===== src/logic/node_status_defines.svh =====
/*
  Offsets, field positions, reset values and timing counts of the node status block.
  Assumes a 125 MHz clock and a word-wide register port with byte addresses.
*/
`ifndef NODE_STATUS_DEFINES_SVH
`define NODE_STATUS_DEFINES_SVH

`define MS_NS              1000000
`define CLK_PERIOD_NS      8
`define MS_CYCLES          (`MS_NS / `CLK_PERIOD_NS)
`define FLASH_HALF_MS      12'd200
`define FLASH_GAP_MS       12'd1000
`define SLOW_PERIOD_MS     12'd1000
`define BUSOFF_PERIOD_MS   13'd5000
`define RPDO_TOUT_DEF_MS   16'd1500
`define SYNC_TOUT_DEF_MS   16'd100

`define REG_CTRL           8'h00
`define REG_BITRATE        8'h04
`define REG_NODE_ID        8'h08
`define REG_SYNC_TOUT      8'h0C
`define REG_RPDO_TOUT      8'h10
`define REG_RPDO_STATUS    8'h14
`define REG_MOD_STATUS     8'h18
`define REG_IRQ_STATUS     8'h1C
`define REG_IRQ_MASK       8'h20
`define REG_RPDO_EXPECT    8'h24
`define REG_COB_PAGE       3'h2

`define CTRL_SINGLE_BIT    0
`define CTRL_SYNC_PROD_BIT 1
`define MOD_SYNC_TOUT_BIT  1
`define COB_FOLLOW_BIT     12
`define COB_SIZE_LSB       13
`define COB_EFF_LSB        16
`define IRQ_SYNC           0
`define IRQ_RPDO           1
`define IRQ_COB            2
`define IRQ_BUSOFF         3

`define COB_MIN            11'h181
`define COB_MAX            11'h5FF
`define TX_COB_BASE        11'h180
`define RX_COB_BASE        11'h200
`define COB_STEP           11'h100
`define COB_SIZE_DEF       2'h3
`define RPDO_EXPECT_DEF    10'h00F

`endif


===== src/logic/node_status_pkg.sv =====
/*
  Types shared by the node status block.
  Assumes nothing beyond the defines header.
*/
package node_status_pkg;

  typedef enum logic [1:0] {NODE_STOPPED, NODE_PREOP, NODE_OPER} node_state_t;

  typedef enum logic [2:0] {BR_20K, BR_50K, BR_100K, BR_125K, BR_250K, BR_500K, BR_800K,
                            BR_1M} bitrate_t;

  typedef enum logic [2:0] {LED_OFF, LED_ON, LED_BLINK, LED_FLASH1, LED_FLASH3, LED_FLASH4,
                            LED_SLOW, LED_BUSOFF} led_mode_t;

endpackage


===== src/logic/node_status_ifs.sv =====
/*
  Interfaces between the status top and its pattern and timeout helpers.
  Assumes one clock; the user side drives the millisecond tick.
*/
`timescale 1ns/1ns

interface pattern_if;
  import node_status_pkg::*;
  led_mode_t mode;
  logic      ms_tick;
  logic      led;
  modport gen  (input mode, input ms_tick, output led);
  modport user (output mode, output ms_tick, input led);
endinterface

interface watch_if #(parameter int N = 1);
  logic          ms_tick;
  logic [15:0]   limit_ms;
  logic [N-1:0]  enable;
  logic [N-1:0]  seen;
  logic [N-1:0]  alive;
  logic [N-1:0]  timed_out;
  logic [N-1:0]  expired;
  modport mon  (input ms_tick, input limit_ms, input enable, input seen,
                output alive, output timed_out, output expired);
  modport user (output ms_tick, output limit_ms, output enable, output seen,
                input alive, input timed_out, input expired);
endinterface


===== src/logic/led_pattern.sv =====
/*
  Indicator pattern generator: steady, blink and counted flashes on a millisecond tick.
  Assumes the mode is stable for whole patterns; a change restarts the pattern.
*/
`timescale 1ns/1ns
`include "node_status_defines.svh"

module led_pattern
  import node_status_pkg::*;
(
  input  wire logic clock,
  input  wire logic rst_n,
  pattern_if.gen    pif
);

  led_mode_t   mode_q;
  logic [11:0] tm_q;
  logic [2:0]  pulses_q;
  logic        on_q;
  logic        led_q;

  function automatic logic [2:0] flash_count(input led_mode_t m);
    case (m)
      LED_FLASH1: flash_count = 3'd1;
      LED_FLASH3: flash_count = 3'd3;
      LED_FLASH4: flash_count = 3'd4;
      default:    flash_count = 3'd0;
    endcase
  endfunction

  function automatic logic [11:0] half_ms(input led_mode_t m);
    case (m)
      LED_SLOW:   half_ms = `SLOW_PERIOD_MS / 12'd2;
      LED_BUSOFF: half_ms = 12'(`BUSOFF_PERIOD_MS / 13'd2);
      default:    half_ms = `FLASH_HALF_MS;
    endcase
  endfunction

  wire         is_flash  = flash_count(mode_q) != 3'd0;
  wire         in_gap    = is_flash && !on_q && pulses_q == flash_count(mode_q);
  wire [11:0]  phase_len = in_gap ? `FLASH_GAP_MS : half_ms(mode_q);
  wire         phase_end = pif.ms_tick && tm_q >= phase_len - 12'd1;

  always_ff @(posedge clock)
  begin
    if (!rst_n)
    begin
      mode_q   <= LED_OFF;
      tm_q     <= 12'h000;
      pulses_q <= 3'h0;
      on_q     <= 1'b0;
    end
    else if (pif.mode != mode_q)
    begin
      mode_q   <= pif.mode;
      tm_q     <= 12'h000;
      pulses_q <= 3'h0;
      on_q     <= 1'b1;
    end
    else if (phase_end)
    begin
      tm_q     <= 12'h000;
      on_q     <= !on_q;
      pulses_q <= on_q ? pulses_q + 3'd1 : (in_gap ? 3'h0 : pulses_q);
    end
    else if (pif.ms_tick)
      tm_q <= tm_q + 12'd1;
  end

  always_ff @(posedge clock)
  begin
    if (!rst_n)
      led_q <= 1'b0;
    else
      led_q <= mode_q == LED_ON || (mode_q != LED_OFF && on_q);
  end

  assign pif.led = led_q;

endmodule


===== src/logic/node_status.sv =====
/*
  Node status indication, receive supervision and identifier configuration.
  Assumes status inputs come from logic on the same clock and the register
  port master follows single-cycle strobes with read data one cycle later.
*/
// The register addresses and strobed register access were left to the implementer.
`timescale 1ns/1ns
`include "node_status_defines.svh"

module node_status
  import node_status_pkg::*;
#(
  parameter int          RPDO_NUM  = 10,
  parameter int unsigned MS_CYCLES = `MS_CYCLES
)(
  input  wire logic          clock,
  input  wire logic          rst_n,
  input  wire logic [7:0]    addr,
  input  wire logic [31:0]   wdata,
  input  wire logic          wr_en,
  input  wire logic          rd_en,
  output logic      [31:0]   rdata,
  input  wire node_state_t   node_state,
  input  wire logic          warning_limit,
  input  wire logic          bus_off,
  input  wire logic          sync_rx,
  input  wire logic [RPDO_NUM-1:0] rpdo_rx,
  input  wire logic [6:0]    plc_node_id,
  output logic               run_led,
  output logic               err_led,
  output logic               irq,
  output logic [6:0]         node_id,
  output bitrate_t           bitrate_sel
);

  ////////////////////////////////////////////////////////////////////////////
  // Registers

  logic [16:0]          tick_cnt_q;
  logic                 tick_q;
  logic                 single_q;
  logic                 sync_prod_q;
  bitrate_t             bitrate_q;
  logic [6:0]           id_cfg_q;
  logic [6:0]           node_id_q;
  logic [15:0]          sync_tout_q;
  logic [15:0]          rpdo_tout_q;
  logic [RPDO_NUM-1:0]  expect_q;
  logic [3:0]           irq_stat_q;
  logic [3:0]           irq_mask_q;
  logic                 irq_q;
  logic                 bus_off_q;
  logic [31:0]          rdata_q;
  logic                 follow_q [8];
  logic [10:0]          cob_q    [8];
  logic [1:0]           size_q   [8];

  pattern_if run_if ();
  pattern_if err_if ();
  watch_if #(.N(RPDO_NUM)) rpdo_w ();
  watch_if #(.N(1))        sync_w ();

  ////////////////////////////////////////////////////////////////////////////
  // Decode

  wire        wr_ctrl   = wr_en && addr == `REG_CTRL;
  wire        wr_rate   = wr_en && addr == `REG_BITRATE;
  wire        wr_id     = wr_en && addr == `REG_NODE_ID;
  wire        wr_stout  = wr_en && addr == `REG_SYNC_TOUT;
  wire        wr_rtout  = wr_en && addr == `REG_RPDO_TOUT;
  wire        wr_mask   = wr_en && addr == `REG_IRQ_MASK;
  wire        wr_expect = wr_en && addr == `REG_RPDO_EXPECT;
  wire        rd_irq    = rd_en && addr == `REG_IRQ_STATUS;
  wire        cob_hit   = addr[7:5] == `REG_COB_PAGE && addr[1:0] == 2'b00;
  wire [2:0]  cob_idx   = addr[4:2];
  wire        id_dyn    = id_cfg_q == 7'h00;
  wire        req_follow = wdata[`COB_FOLLOW_BIT];
  wire        cob_ok    = wdata[10:0] >= `COB_MIN && wdata[10:0] <= `COB_MAX;
  wire        wr_cob    = wr_en && cob_hit && (req_follow || cob_ok);
  wire        cob_rej   = wr_en && cob_hit && !req_follow && !cob_ok;

  function automatic logic [10:0] cob_eff(input logic follow, input logic [10:0] val,
                                          input logic dyn, input logic [6:0] id);
    cob_eff = (follow && dyn) ? val + {4'h0, id} : val;
  endfunction

  function automatic logic [10:0] cob_default(input int i);
    cob_default = (i < 4 ? `TX_COB_BASE : `RX_COB_BASE) + 11'(i % 4) * `COB_STEP;
  endfunction

  ////////////////////////////////////////////////////////////////////////////
  // Millisecond tick

  always_ff @(posedge clock)
  begin
    if (!rst_n || tick_cnt_q == 17'(MS_CYCLES - 1))
      tick_cnt_q <= 17'h00000;
    else
      tick_cnt_q <= tick_cnt_q + 17'd1;
  end

  always_ff @(posedge clock)
  begin
    if (!rst_n)
      tick_q <= 1'b0;
    else
      tick_q <= tick_cnt_q == 17'(MS_CYCLES - 1);
  end

  ////////////////////////////////////////////////////////////////////////////
  // Configuration

  always_ff @(posedge clock)
  begin
    if (!rst_n)
    begin
      single_q    <= 1'b0;
      sync_prod_q <= 1'b0;
      bitrate_q   <= BR_250K;
      id_cfg_q    <= 7'h00;
      sync_tout_q <= `SYNC_TOUT_DEF_MS;
      rpdo_tout_q <= `RPDO_TOUT_DEF_MS;
      expect_q    <= RPDO_NUM'(`RPDO_EXPECT_DEF);
      irq_mask_q  <= 4'h0;
    end
    else
    begin
      if (wr_ctrl)
      begin
        single_q    <= wdata[`CTRL_SINGLE_BIT];
        sync_prod_q <= wdata[`CTRL_SYNC_PROD_BIT];
      end
      if (wr_rate)
        bitrate_q <= bitrate_t'(wdata[2:0]);
      if (wr_id)
        id_cfg_q <= wdata[6:0];
      if (wr_stout)
        sync_tout_q <= wdata[15:0];
      if (wr_rtout)
        rpdo_tout_q <= wdata[15:0];
      if (wr_expect)
        expect_q <= wdata[RPDO_NUM-1:0];
      if (wr_mask)
        irq_mask_q <= wdata[3:0];
    end
  end

  always_ff @(posedge clock)
  begin
    if (!rst_n)
      node_id_q <= 7'h00;
    else
      node_id_q <= id_dyn ? plc_node_id : id_cfg_q;
  end

  for (genvar i = 0; i < 8; i++)
  begin : g_cob
    always_ff @(posedge clock)
    begin
      if (!rst_n)
      begin
        follow_q[i] <= 1'b1;
        cob_q[i]    <= cob_default(i);
        size_q[i]   <= `COB_SIZE_DEF;
      end
      else if (wr_cob && cob_idx == 3'(i))
      begin
        follow_q[i] <= req_follow;
        cob_q[i]    <= wdata[10:0];
        size_q[i]   <= wdata[`COB_SIZE_LSB+1:`COB_SIZE_LSB];
      end
    end
  end

  ////////////////////////////////////////////////////////////////////////////
  // Supervision

  assign rpdo_w.ms_tick  = tick_q;
  assign rpdo_w.limit_ms = rpdo_tout_q;
  assign rpdo_w.enable   = expect_q;
  assign rpdo_w.seen     = rpdo_rx;
  assign sync_w.ms_tick  = tick_q;
  assign sync_w.limit_ms = sync_tout_q;
  assign sync_w.enable   = !sync_prod_q;
  assign sync_w.seen     = sync_rx;

  timeout_watch #(.N(RPDO_NUM)) u_rpdo_watch (.clock(clock), .rst_n(rst_n), .w(rpdo_w));
  timeout_watch #(.N(1))        u_sync_watch (.clock(clock), .rst_n(rst_n), .w(sync_w));

  wire rpdo_lost = |(rpdo_w.timed_out & expect_q);
  wire sync_lost = sync_w.timed_out[0];

  ////////////////////////////////////////////////////////////////////////////
  // Indicator selection

  wire led_mode_t run_dual   = node_state == NODE_OPER    ? LED_ON :
                               node_state == NODE_STOPPED ? LED_FLASH1 : LED_BLINK;
  wire led_mode_t run_single = bus_off                    ? LED_BUSOFF :
                               warning_limit              ? LED_SLOW :
                               node_state == NODE_OPER    ? LED_ON : LED_OFF;
  wire led_mode_t err_dual   = bus_off       ? LED_ON :
                               rpdo_lost     ? LED_FLASH4 :
                               sync_lost     ? LED_FLASH3 :
                               warning_limit ? LED_FLASH1 : LED_OFF;

  assign run_if.mode    = single_q ? run_single : run_dual;
  assign err_if.mode    = single_q ? LED_OFF : err_dual;
  assign run_if.ms_tick = tick_q;
  assign err_if.ms_tick = tick_q;

  led_pattern u_run_led (.clock(clock), .rst_n(rst_n), .pif(run_if));
  led_pattern u_err_led (.clock(clock), .rst_n(rst_n), .pif(err_if));

  ////////////////////////////////////////////////////////////////////////////
  // Events and interrupt

  wire [3:0] events = {bus_off && !bus_off_q, cob_rej, |(rpdo_w.expired & expect_q),
                       sync_w.expired[0]};

  always_ff @(posedge clock)
  begin
    if (!rst_n)
    begin
      bus_off_q  <= 1'b0;
      irq_stat_q <= 4'h0;
      irq_q      <= 1'b0;
    end
    else
    begin
      bus_off_q  <= bus_off;
      irq_stat_q <= (rd_irq ? 4'h0 : irq_stat_q) | events;   // Set wins over read clear
      irq_q      <= |(irq_stat_q & irq_mask_q);
    end
  end

  ////////////////////////////////////////////////////////////////////////////
  // Read path

  wire [31:0] cob_word = {5'h00, cob_eff(follow_q[cob_idx], cob_q[cob_idx], id_dyn, node_id_q),
                          1'b0, size_q[cob_idx], follow_q[cob_idx], 1'b0, cob_q[cob_idx]};
  wire [31:0] rd_mux =
    addr == `REG_CTRL        ? {30'h0, sync_prod_q, single_q} :
    addr == `REG_BITRATE     ? {29'h0, bitrate_q} :
    addr == `REG_NODE_ID     ? {17'h0, node_id_q, 1'b0, id_cfg_q} :
    addr == `REG_SYNC_TOUT   ? {16'h0, sync_tout_q} :
    addr == `REG_RPDO_TOUT   ? {16'h0, rpdo_tout_q} :
    addr == `REG_RPDO_STATUS ? 32'(rpdo_w.alive) :
    addr == `REG_MOD_STATUS  ? 32'({sync_lost, 1'b0}) :
    addr == `REG_IRQ_STATUS  ? {28'h0, irq_stat_q} :
    addr == `REG_IRQ_MASK    ? {28'h0, irq_mask_q} :
    addr == `REG_RPDO_EXPECT ? 32'(expect_q) :
    cob_hit                  ? cob_word : 32'h0000_0000;

  always_ff @(posedge clock)
  begin
    if (!rst_n)
      rdata_q <= 32'h0000_0000;
    else
      rdata_q <= rd_en ? rd_mux : 32'h0000_0000;
  end

  assign rdata       = rdata_q;
  assign run_led     = run_if.led;
  assign err_led     = err_if.led;
  assign irq         = irq_q;
  assign node_id     = node_id_q;
  assign bitrate_sel = bitrate_q;
endmodule


===== src/logic/timeout_watch.sv =====
/*
  Per-channel reception supervision: alive while seen within the limit, timed out after.
  Assumes one-cycle seen pulses and a millisecond tick on the same clock.
*/
`timescale 1ns/1ns

module timeout_watch #(
  parameter int N = 1
)(
  input  wire logic clock,
  input  wire logic rst_n,
  watch_if.mon      w
);

  logic [15:0]  cnt_q [N];
  logic [N-1:0] alive_q;
  logic [N-1:0] tout_q;
  logic [N-1:0] exp_q;

  for (genvar i = 0; i < N; i++)
  begin : g_ch
    wire limit_hit = cnt_q[i] + 16'd1 >= w.limit_ms;

    always_ff @(posedge clock)
    begin
      exp_q[i] <= 1'b0;
      if (!rst_n || !w.enable[i])
      begin
        cnt_q[i]   <= 16'h0000;
        alive_q[i] <= 1'b0;
        tout_q[i]  <= 1'b0;
      end
      else if (w.seen[i])
      begin
        cnt_q[i]   <= 16'h0000;
        alive_q[i] <= 1'b1;
        tout_q[i]  <= 1'b0;
      end
      else if (alive_q[i] && w.ms_tick)
      begin
        if (limit_hit)
        begin
          alive_q[i] <= 1'b0;
          tout_q[i]  <= 1'b1;
          exp_q[i]   <= 1'b1;
        end
        else
          cnt_q[i] <= cnt_q[i] + 16'd1;
      end
    end
  end

  assign w.alive     = alive_q;
  assign w.timed_out = tout_q;
  assign w.expired   = exp_q;

endmodule

===== config.mk =====
export PLATFORM = sky130hd
export DESIGN_NAME = node_status
export DESIGN_NICKNAME = d
export VERILOG_FILES = /design/src/logic/node_status_pkg.sv /design/src/logic/node_status_ifs.sv /design/src/logic/led_pattern.sv /design/src/logic/node_status.sv /design/src/logic/timeout_watch.sv
export VERILOG_INCLUDE_DIRS = /design/src /design/src/logic
export SDC_FILE = /design/constraint.sdc
export NUM_CORES = 1
export LEC_CHECK = 0
export ABC_AREA = 1
export BUFFER_PORTS_ARGS = -buffer_cell sky130_fd_sc_hd__buf_2
export CAP_MARGIN = 20
export CORE_UTILIZATION = 40
export CTS_BUF_LIST = sky130_fd_sc_hd__clkbuf_4
export DETAILED_ROUTE_END_ITERATION = 16
export PLACE_DENSITY = 0.56
export SLEW_MARGIN = 10
export SYNTH_ARGS = -nofsm -noshare
export SYNTH_HDL_FRONTEND = slang
export SYNTH_SLANG_ARGS = --single-unit

===== constraint.sdc =====
create_clock -name clock -period 4.9 [get_ports clock]
set_clock_uncertainty 0.2 [all_clocks]
set_input_delay 0.49 -clock clock [delete_from_list [all_inputs] [get_ports clock]]
set_output_delay 0.49 -clock clock [all_outputs]
set_load 0.01 [all_outputs]

== Word-level counts from Yosys, hierarchy flattened ==
Memory sizes are Yosys's and may differ from the RTL's.
Cells that the tools add are included.

* Input port bits: 66
* Memory bits (writable): 288
* Memories kept: 5
* Output and inout port bits: 45
* Flip-flop bits (word level): 194

* Bitwise gates (word level): 62
* Add/subtract/negate cells: 19
* Reductions and logical operators: 170
* Magnitude comparators: 15
* Multiplexer cells: 266
* Equal/unequal tests: 35

{| class="wikitable"
|+ Memory list
! memory !! depth !! bits a word !! rd ports !! clocked after memory_dff !! write ports !! line !! RTL
|-
| u_rpdo_watch.cnt_q || 10 || 16 || 10 || 0 || 10 || timeout_watch.sv:15 || <nowiki>logic [15:0] cnt_q [N];</nowiki>
|-
| cob_q || 8 || 11 || 1 || 0 || 8 || node_status.sv:55 || <nowiki>logic [10:0] cob_q [8];</nowiki>
|-
| size_q || 8 || 2 || 1 || 0 || 8 || node_status.sv:56 || <nowiki>logic [1:0] size_q [8];</nowiki>
|-
| u_sync_watch.cnt_q || 1 || 16 || 1 || 0 || 1 || timeout_watch.sv:15 ||
|-
| follow_q || 8 || 1 || 1 || 0 || 8 || node_status.sv:54 || <nowiki>logic follow_q [8];</nowiki>
|}

{| class="wikitable"
|+ Operators by type and width
! cell !! number
|-
| 2-to-1 mux 16 bit || 29
|-
| 2-to-1 mux 1 bit || 195
|-
| adder 16 x 1 -> 16 bit, second input constant || 11
|-
| greater-or-equal comparator 16 bit || 11
|-
| 2-to-1 mux 11 bit || 9
|-
| nonzero test 2 bit || 26
|-
| AND reduction 2 bit || 25
|-
| one-hot mux 12 bit (2 select lines) || 2
|-
| OR 1 bit || 44
|-
| logical AND 1 bit || 43
|-
| OR reduction 3 bit || 14
|-
| == test 3 bit, second input constant || 12
|-
| 2-to-1 mux 3 bit || 12
|-
| == test 8 x 5 -> 1 bit, second input constant || 4
|-
| OR reduction 16 bit || 2
|-
| 2-to-1 mux 15 bit || 2
|-
| OR reduction 2 bit || 13
|-
| adder 12 x 1 -> 12 bit, second input constant || 2
|-
| greater-or-equal comparator 12 bit || 2
|-
| 2-to-1 mux 12 bit || 2
|-
| subtractor 12 x 1 -> 12 bit, second input constant || 2
|-
| 2-to-1 mux 2 bit || 11
|-
| bitwise AND 10 bit || 2
|-
| OR reduction 10 bit || 2
|-
| other kinds (31) || 90
|}

== Logic depth before layout (Yosys ltp) ==
* Depth in word-level cells: 13
* Mapped depth: 23
* Mapped depth without buffers: 23

== Modules after synthesis ==
Synthesis repeated with hierarchy kept, for this count alone.

* Cells, all modules: 3,512
* Area, all modules: 28,921.5 um^2

{| class="wikitable"
|+ Modules (own cells, without submodules)
! module !! seq. area each (um^2) !! instances !! area each (um^2) !! cells each
|-
| timeout_watch (u_rpdo_watch) || 5,405.2 || 1 || 14,203.6 || 1,817
|-
| node_status || 5,685.5 || 1 || 10,746.6 || 1,165
|-
| led_pattern || 400.4 || 2 || 1,248.7 || 170
|-
| timeout_watch (u_sync_watch) || 540.5 || 1 || 1,473.9 || 190
|}

== Worst setup path before layout ==
OpenSTA, ideal clock, no wires.

* Kind: reg2reg
* Start: mem u_rpdo_watch.cnt_q[5][0], in the netlist u_rpdo_watch.cnt_q[2][16]
* End: mem u_rpdo_watch.cnt_q[5][0], in the netlist u_rpdo_watch.cnt_q[2][16] (enable)
* Data arrival time: 3.430 ns
* Clock period less this slack: 3.995 ns
* Cell stages (with the launch flop): 21
* Buffers on the path: 1
* Setup time: 0.365 ns
* Path slack: 0.905 ns
* Required time: 4.335 ns
* Cell sequence: edfxtp_1 -> ha_1 -> nand3_1 -> nor3_1 -> nand3_1 -> nor3_1 -> nand2_1 -> nor2_1 -> nand3_1 -> xor2_1 -> inv_1 -> ha_1 -> nand2_1 -> inv_1 -> nand3_1 -> nor3_1 -> nand3_1 -> nand3_1 -> nand3b_1 -> clkbuf_1 -> nand2_1

{| class="wikitable"
|+ RTL lines
! element !! line
|-
| from (decl) || timeout_watch.sv:15
|}

==> metrics.md <==
| Metric | Value |
|---|---|
| End of the critical path | `u_rpdo_watch.cnt_q[2][18]` |
| Distinct cell type count after synthesis | `60` |
| Ys async rst share | `0%` |
| FP Rows | `between 90 and 100` |
| Grt ovf | `0` |
| CP most frequent cell | `nand3_1` |
| Crit path from | `u_rpdo_watch.cnt_q[2][16]` |
| Yosys warning total | `0` |
| DRT Wirelength | `78.8 mm` |
| Reg clk slew, reported paths | `roughly 70 ps` |
| Via count | `23,200` |
| First-pass GRT wire length | `122 mm` |
| Worst hold slack | `just under 100 ps` |
| DRC Markers | `0` |
| PwrDens | `277 mW/mm^2` |
| Outcome | `completed` |
| Area grow syn2layout | `14.7%` |
| NetSw | `2.29 mW` |
| Placed insts | `4,280` |
| Post-place instance area | `0.0291 sq mm` |
| Setup slack after layout | `718 ps` |
| Clock buffer depth | `3` |
| Worst-Skew Late Latency | `1010 ps` |
| Vias in the first global route | `21,900` |
| RSZ-0062 raised after global routing | `false` |
| Drt pass-1 iters | `5` |
| RePlAce Congestion | `around 0.89` |
| Min Tclk post-route | `4180 ps` |
| Slowest cell on the critical path | `edfxtp_1` |
| H-Tree Depth | `4` |
| R2r endpoint | `u_rpdo_watch.cnt_q[2][18]` |
| Design area | `about 0.031 sq mm` |
| Die area | `0.0696 sq mm` |
| Startpoint types | `register` |
| RR Startpoint | `u_rpdo_watch.cnt_q[2][16]` |
| Core area | `0.0675 sq mm` |
| Clock power frac | `a little over two fifths` |
| Die W | `264 um` |
| Combinational share of power | `6.9%` |
| Synth Cell Area | `0.0274 sq mm` |
| Worst slack at placement | `705 ps` |
| Starting Density | `40.6%` |
| Synth Instances | `3,329` |
| MaxCap Viol Count | `0` |
| VDD IR max | `approximately 0.21 mV` |
| Critical path, cell by cell | `ha_1 > nand3_1 > nor3_1 > nand3_1 > nor3_1 > nand2_1 > nor2_1 > nand3_1 > xor2_1 > inv_1 > ha_1 > nand2_1 > inv_1 > nand3_1 > nor3_1 > nand3_1 > nand3_1 > nand3b_1 > buf_4 > nand2_1 > buf_4` |
| Critical-path maximum fanout | `17` |
| Fin nets | `3,886` |
| CTS Root Cell | `clkbuf_4` |
| Int Power | `roughly 6.4 mW` |
| Sequential power share | `50.3%` |
| Top Ports | `roughly 110` |
| Final setup vio count | `0` |
| Most common cell after layout, fill and taps aside | `nand2_1` |
| Mean Syn Cell Area | `a little over 8 sq um` |
| CP top delay family | `simple AND/OR/NAND/NOR gates` |
| Number of I/O port buffers | `89` |
| Largest net degree at the start of global routing | `65` |
| Resize count post-CTS | `0` |
| Req. time, crit path | `around 5400 ps` |
| F_max | `239 MHz` |
| Slew Viols, Final | `0` |
| Yosys reg bits | `477` |
| Initial antenna violation count | `4` |
| Layout cell share with drive strength beyond 1 | `11.7%` |
| Levels on crit path | `21` |
| Drt wl/cell | `17.2 um` |
| Setup TNS Final | `0 ps` |
| ANT nets after route | `0` |
| Commonest non-fill, non-tap cells in the layout | `nand2_1 (615), inv_1 (475), nor2_1 (433)` |
| Via-per-instance ratio | `approximately 5.0` |
| CP Capture Type | `register` |
| Number of enable flip-flop cells after synthesis | `between 200 and 300` |
| Max incr delay on CP | `between 400 and 500 ps` |
| Reg2reg path depth | `21` |
| Worst EP arrival | `between 4000 and 5000 ps` |
| Worst slew margin | `27.5%` |
| Initial DRC Count | `1,710` |
| WS Path Type | `reg2reg` |
| Final hold violation count | `0` |
| Setup slack, reg-to-reg | `approximately 720 ps` |
| CTS tree | `done` |
| Layout Cells excl Fill | `between 4,000 and 5,000` |
| Least-Margin Pin Slew | `1080 ps` |
| Seq/Total Area, Yosys | `45.4%` |
| Total chip power | `approximately 8.7 mW` |
| Worst path bufs/invs | `4` |
| GRT Total Usage | `22.9%` |
| Pleak | `13.9 nW` |
| Finished Core Util | `46.6%` |
| Final Cycle Share | `85.3%` |
| Worst min path class | `in2reg` |
| HPWL after detailed placement | `between 50 and 60 mm` |
| Switching share of power | `26.3%` |
| CTS buffer count | `137` |
| Die height | `about 260 um` |
| Sink Count | `between 400 and 500` |
| Dominant synthesized flop cell | `edfxtp_1` |
kinds of logic (layout without fill, tap and decap cells):
| kind of cell | after synthesis | count (layout) | share of synthesized area (%) |
|---|---|---|---|
| adders and majority gates | 216 | 216 | 9.89 |
| buffers and inverters | 574 | 954 | 8.11 |
| AOI/OAI and AO/OA | 478 | 478 | 9.74 |
| xor gates and xnor gates | 130 | 130 | 4.15 |
| other | 1 | 14 | 0.0137 |
| and+or+nand+nor | 1453 | 1453 | 22.7 |
| DFF | 477 | 477 | 45.4 |
metal layers:
| metal | track usage [%] | wire (um) | up-vias |
|---|---|---|---|
| li1 | - | - | 11700 |
| met1 | 31.8 | 37000 | 10600 |
| met2 | 35.2 | 34300 | 729 |
| met3 | 4.60 | 5580 | 122 |
| met4 | 8.28 | 1910 | 2 |
| met5 | 0 | 13 | - |
worst min-delay path by stage:
stage | end | slack (ps) | cells past startpoint | start
after global routing | u_sync_watch.w.alive | 50 | 4 | sync_rx
after detailed placement | irq_stat_q[3] | 220 | 1 | bus_off_q
after CTS | cob_q[0][8] | 8 | 4 | addr[4]
after global placement | irq_stat_q[3] | 210 | 1 | bus_off_q
after floorplan | irq_stat_q[3] | 200 | 1 | bus_off_q
final | u_sync_watch.w.alive | 100 | 4 | sync_rx
power groups by stage:
stage	combinational, mW	sequential (mW)	clock (mW)
global route	0.659	4.39	4.04
floorplan	0.359	4.45	0
CTS	0.592	4.38	3.82
detailed placement	0.553	4.47	0
global placement	0.550	4.47	0
finish	0.599	4.38	3.73
state kept, by name (all words and copies together), names as in the netlist, 10 cells and up:
register / count
u_rpdo_watch.w.timed_out: 10
cob_q: 88
expect_q: 10
u_rpdo_watch.w.expired: 10
u_sync_watch.cnt_q: 16
rdata: 27
tick_cnt_q: 17
u_rpdo_watch.cnt_q: 160
sync_tout_q: 16
rpdo_tout_q: 16
u_run_led.tm_q: 12
size_q: 16
u_err_led.tm_q: 12
u_rpdo_watch.w.alive: 10
worst min-delay path: cells and delay by family:
| family | cells | cell delay (ps) |
|---|---|---|
| compound gates | 1 | 30 |
| simple gates | 1 | 70 |
| buf+inv | 2 | 650 |
final cells by class:
type	count	area, sq um
Fill cell	6759	36100
Clock inverter	53	262
Timing Repair Buffer	213	1540
Tap cell	873	1090
Sequential cell	477	12400
Antenna cell	9	22.5
Clock buffer	195	1460
Inverter	493	1850
Multi-Input combinational cell	2282	12800
timing repair:
action | CTS | global route
hold endpoints to repair | 442 | 0
setup buffers | 0 | 0
hold buffers | 58 | 0
Yosys cell counts (all sizes together) (2+ instances only):
| cell | count | area, sq um |
|---|---|---|
| clkinv | 6 | 22.5 |
| buf | 42 | 224 |
| a21oi | 249 | 1250 |
| clkbuf | 39 | 146 |
| o21ai | 133 | 669 |
| nor3b | 4 | 30.0 |
| a21o | 2 | 15.0 |
| xnor2 | 26 | 228 |
| nand2 | 620 | 2340 |
| nand3 | 153 | 786 |
| ha | 215 | 2690 |
| o21bai | 14 | 105 |
| and2 | 5 | 32.5 |
| dfxtp | 189 | 3780 |
| inv | 487 | 1830 |
| and3 | 5 | 31.3 |
| or2 | 18 | 113 |
| nor4 | 5 | 37.5 |
| edfxtp | 288 | 8650 |
| o21a | 6 | 45.0 |
| nor2 | 445 | 1730 |
| a31oi | 6 | 37.5 |
| nand4 | 79 | 494 |
| a311oi | 3 | 26.3 |
| a22o | 2 | 17.5 |
| a211oi | 2 | 20.0 |
| a221oi | 2 | 17.5 |
| nor3 | 108 | 556 |
| nand3b | 11 | 82.6 |
| o211ai | 31 | 233 |
| a41oi | 2 | 17.5 |
| a22oi | 16 | 120 |
| xor2 | 104 | 911 |
| a21boi | 4 | 41.3 |
No activity file was read; power rests on OpenSTA's default activity.
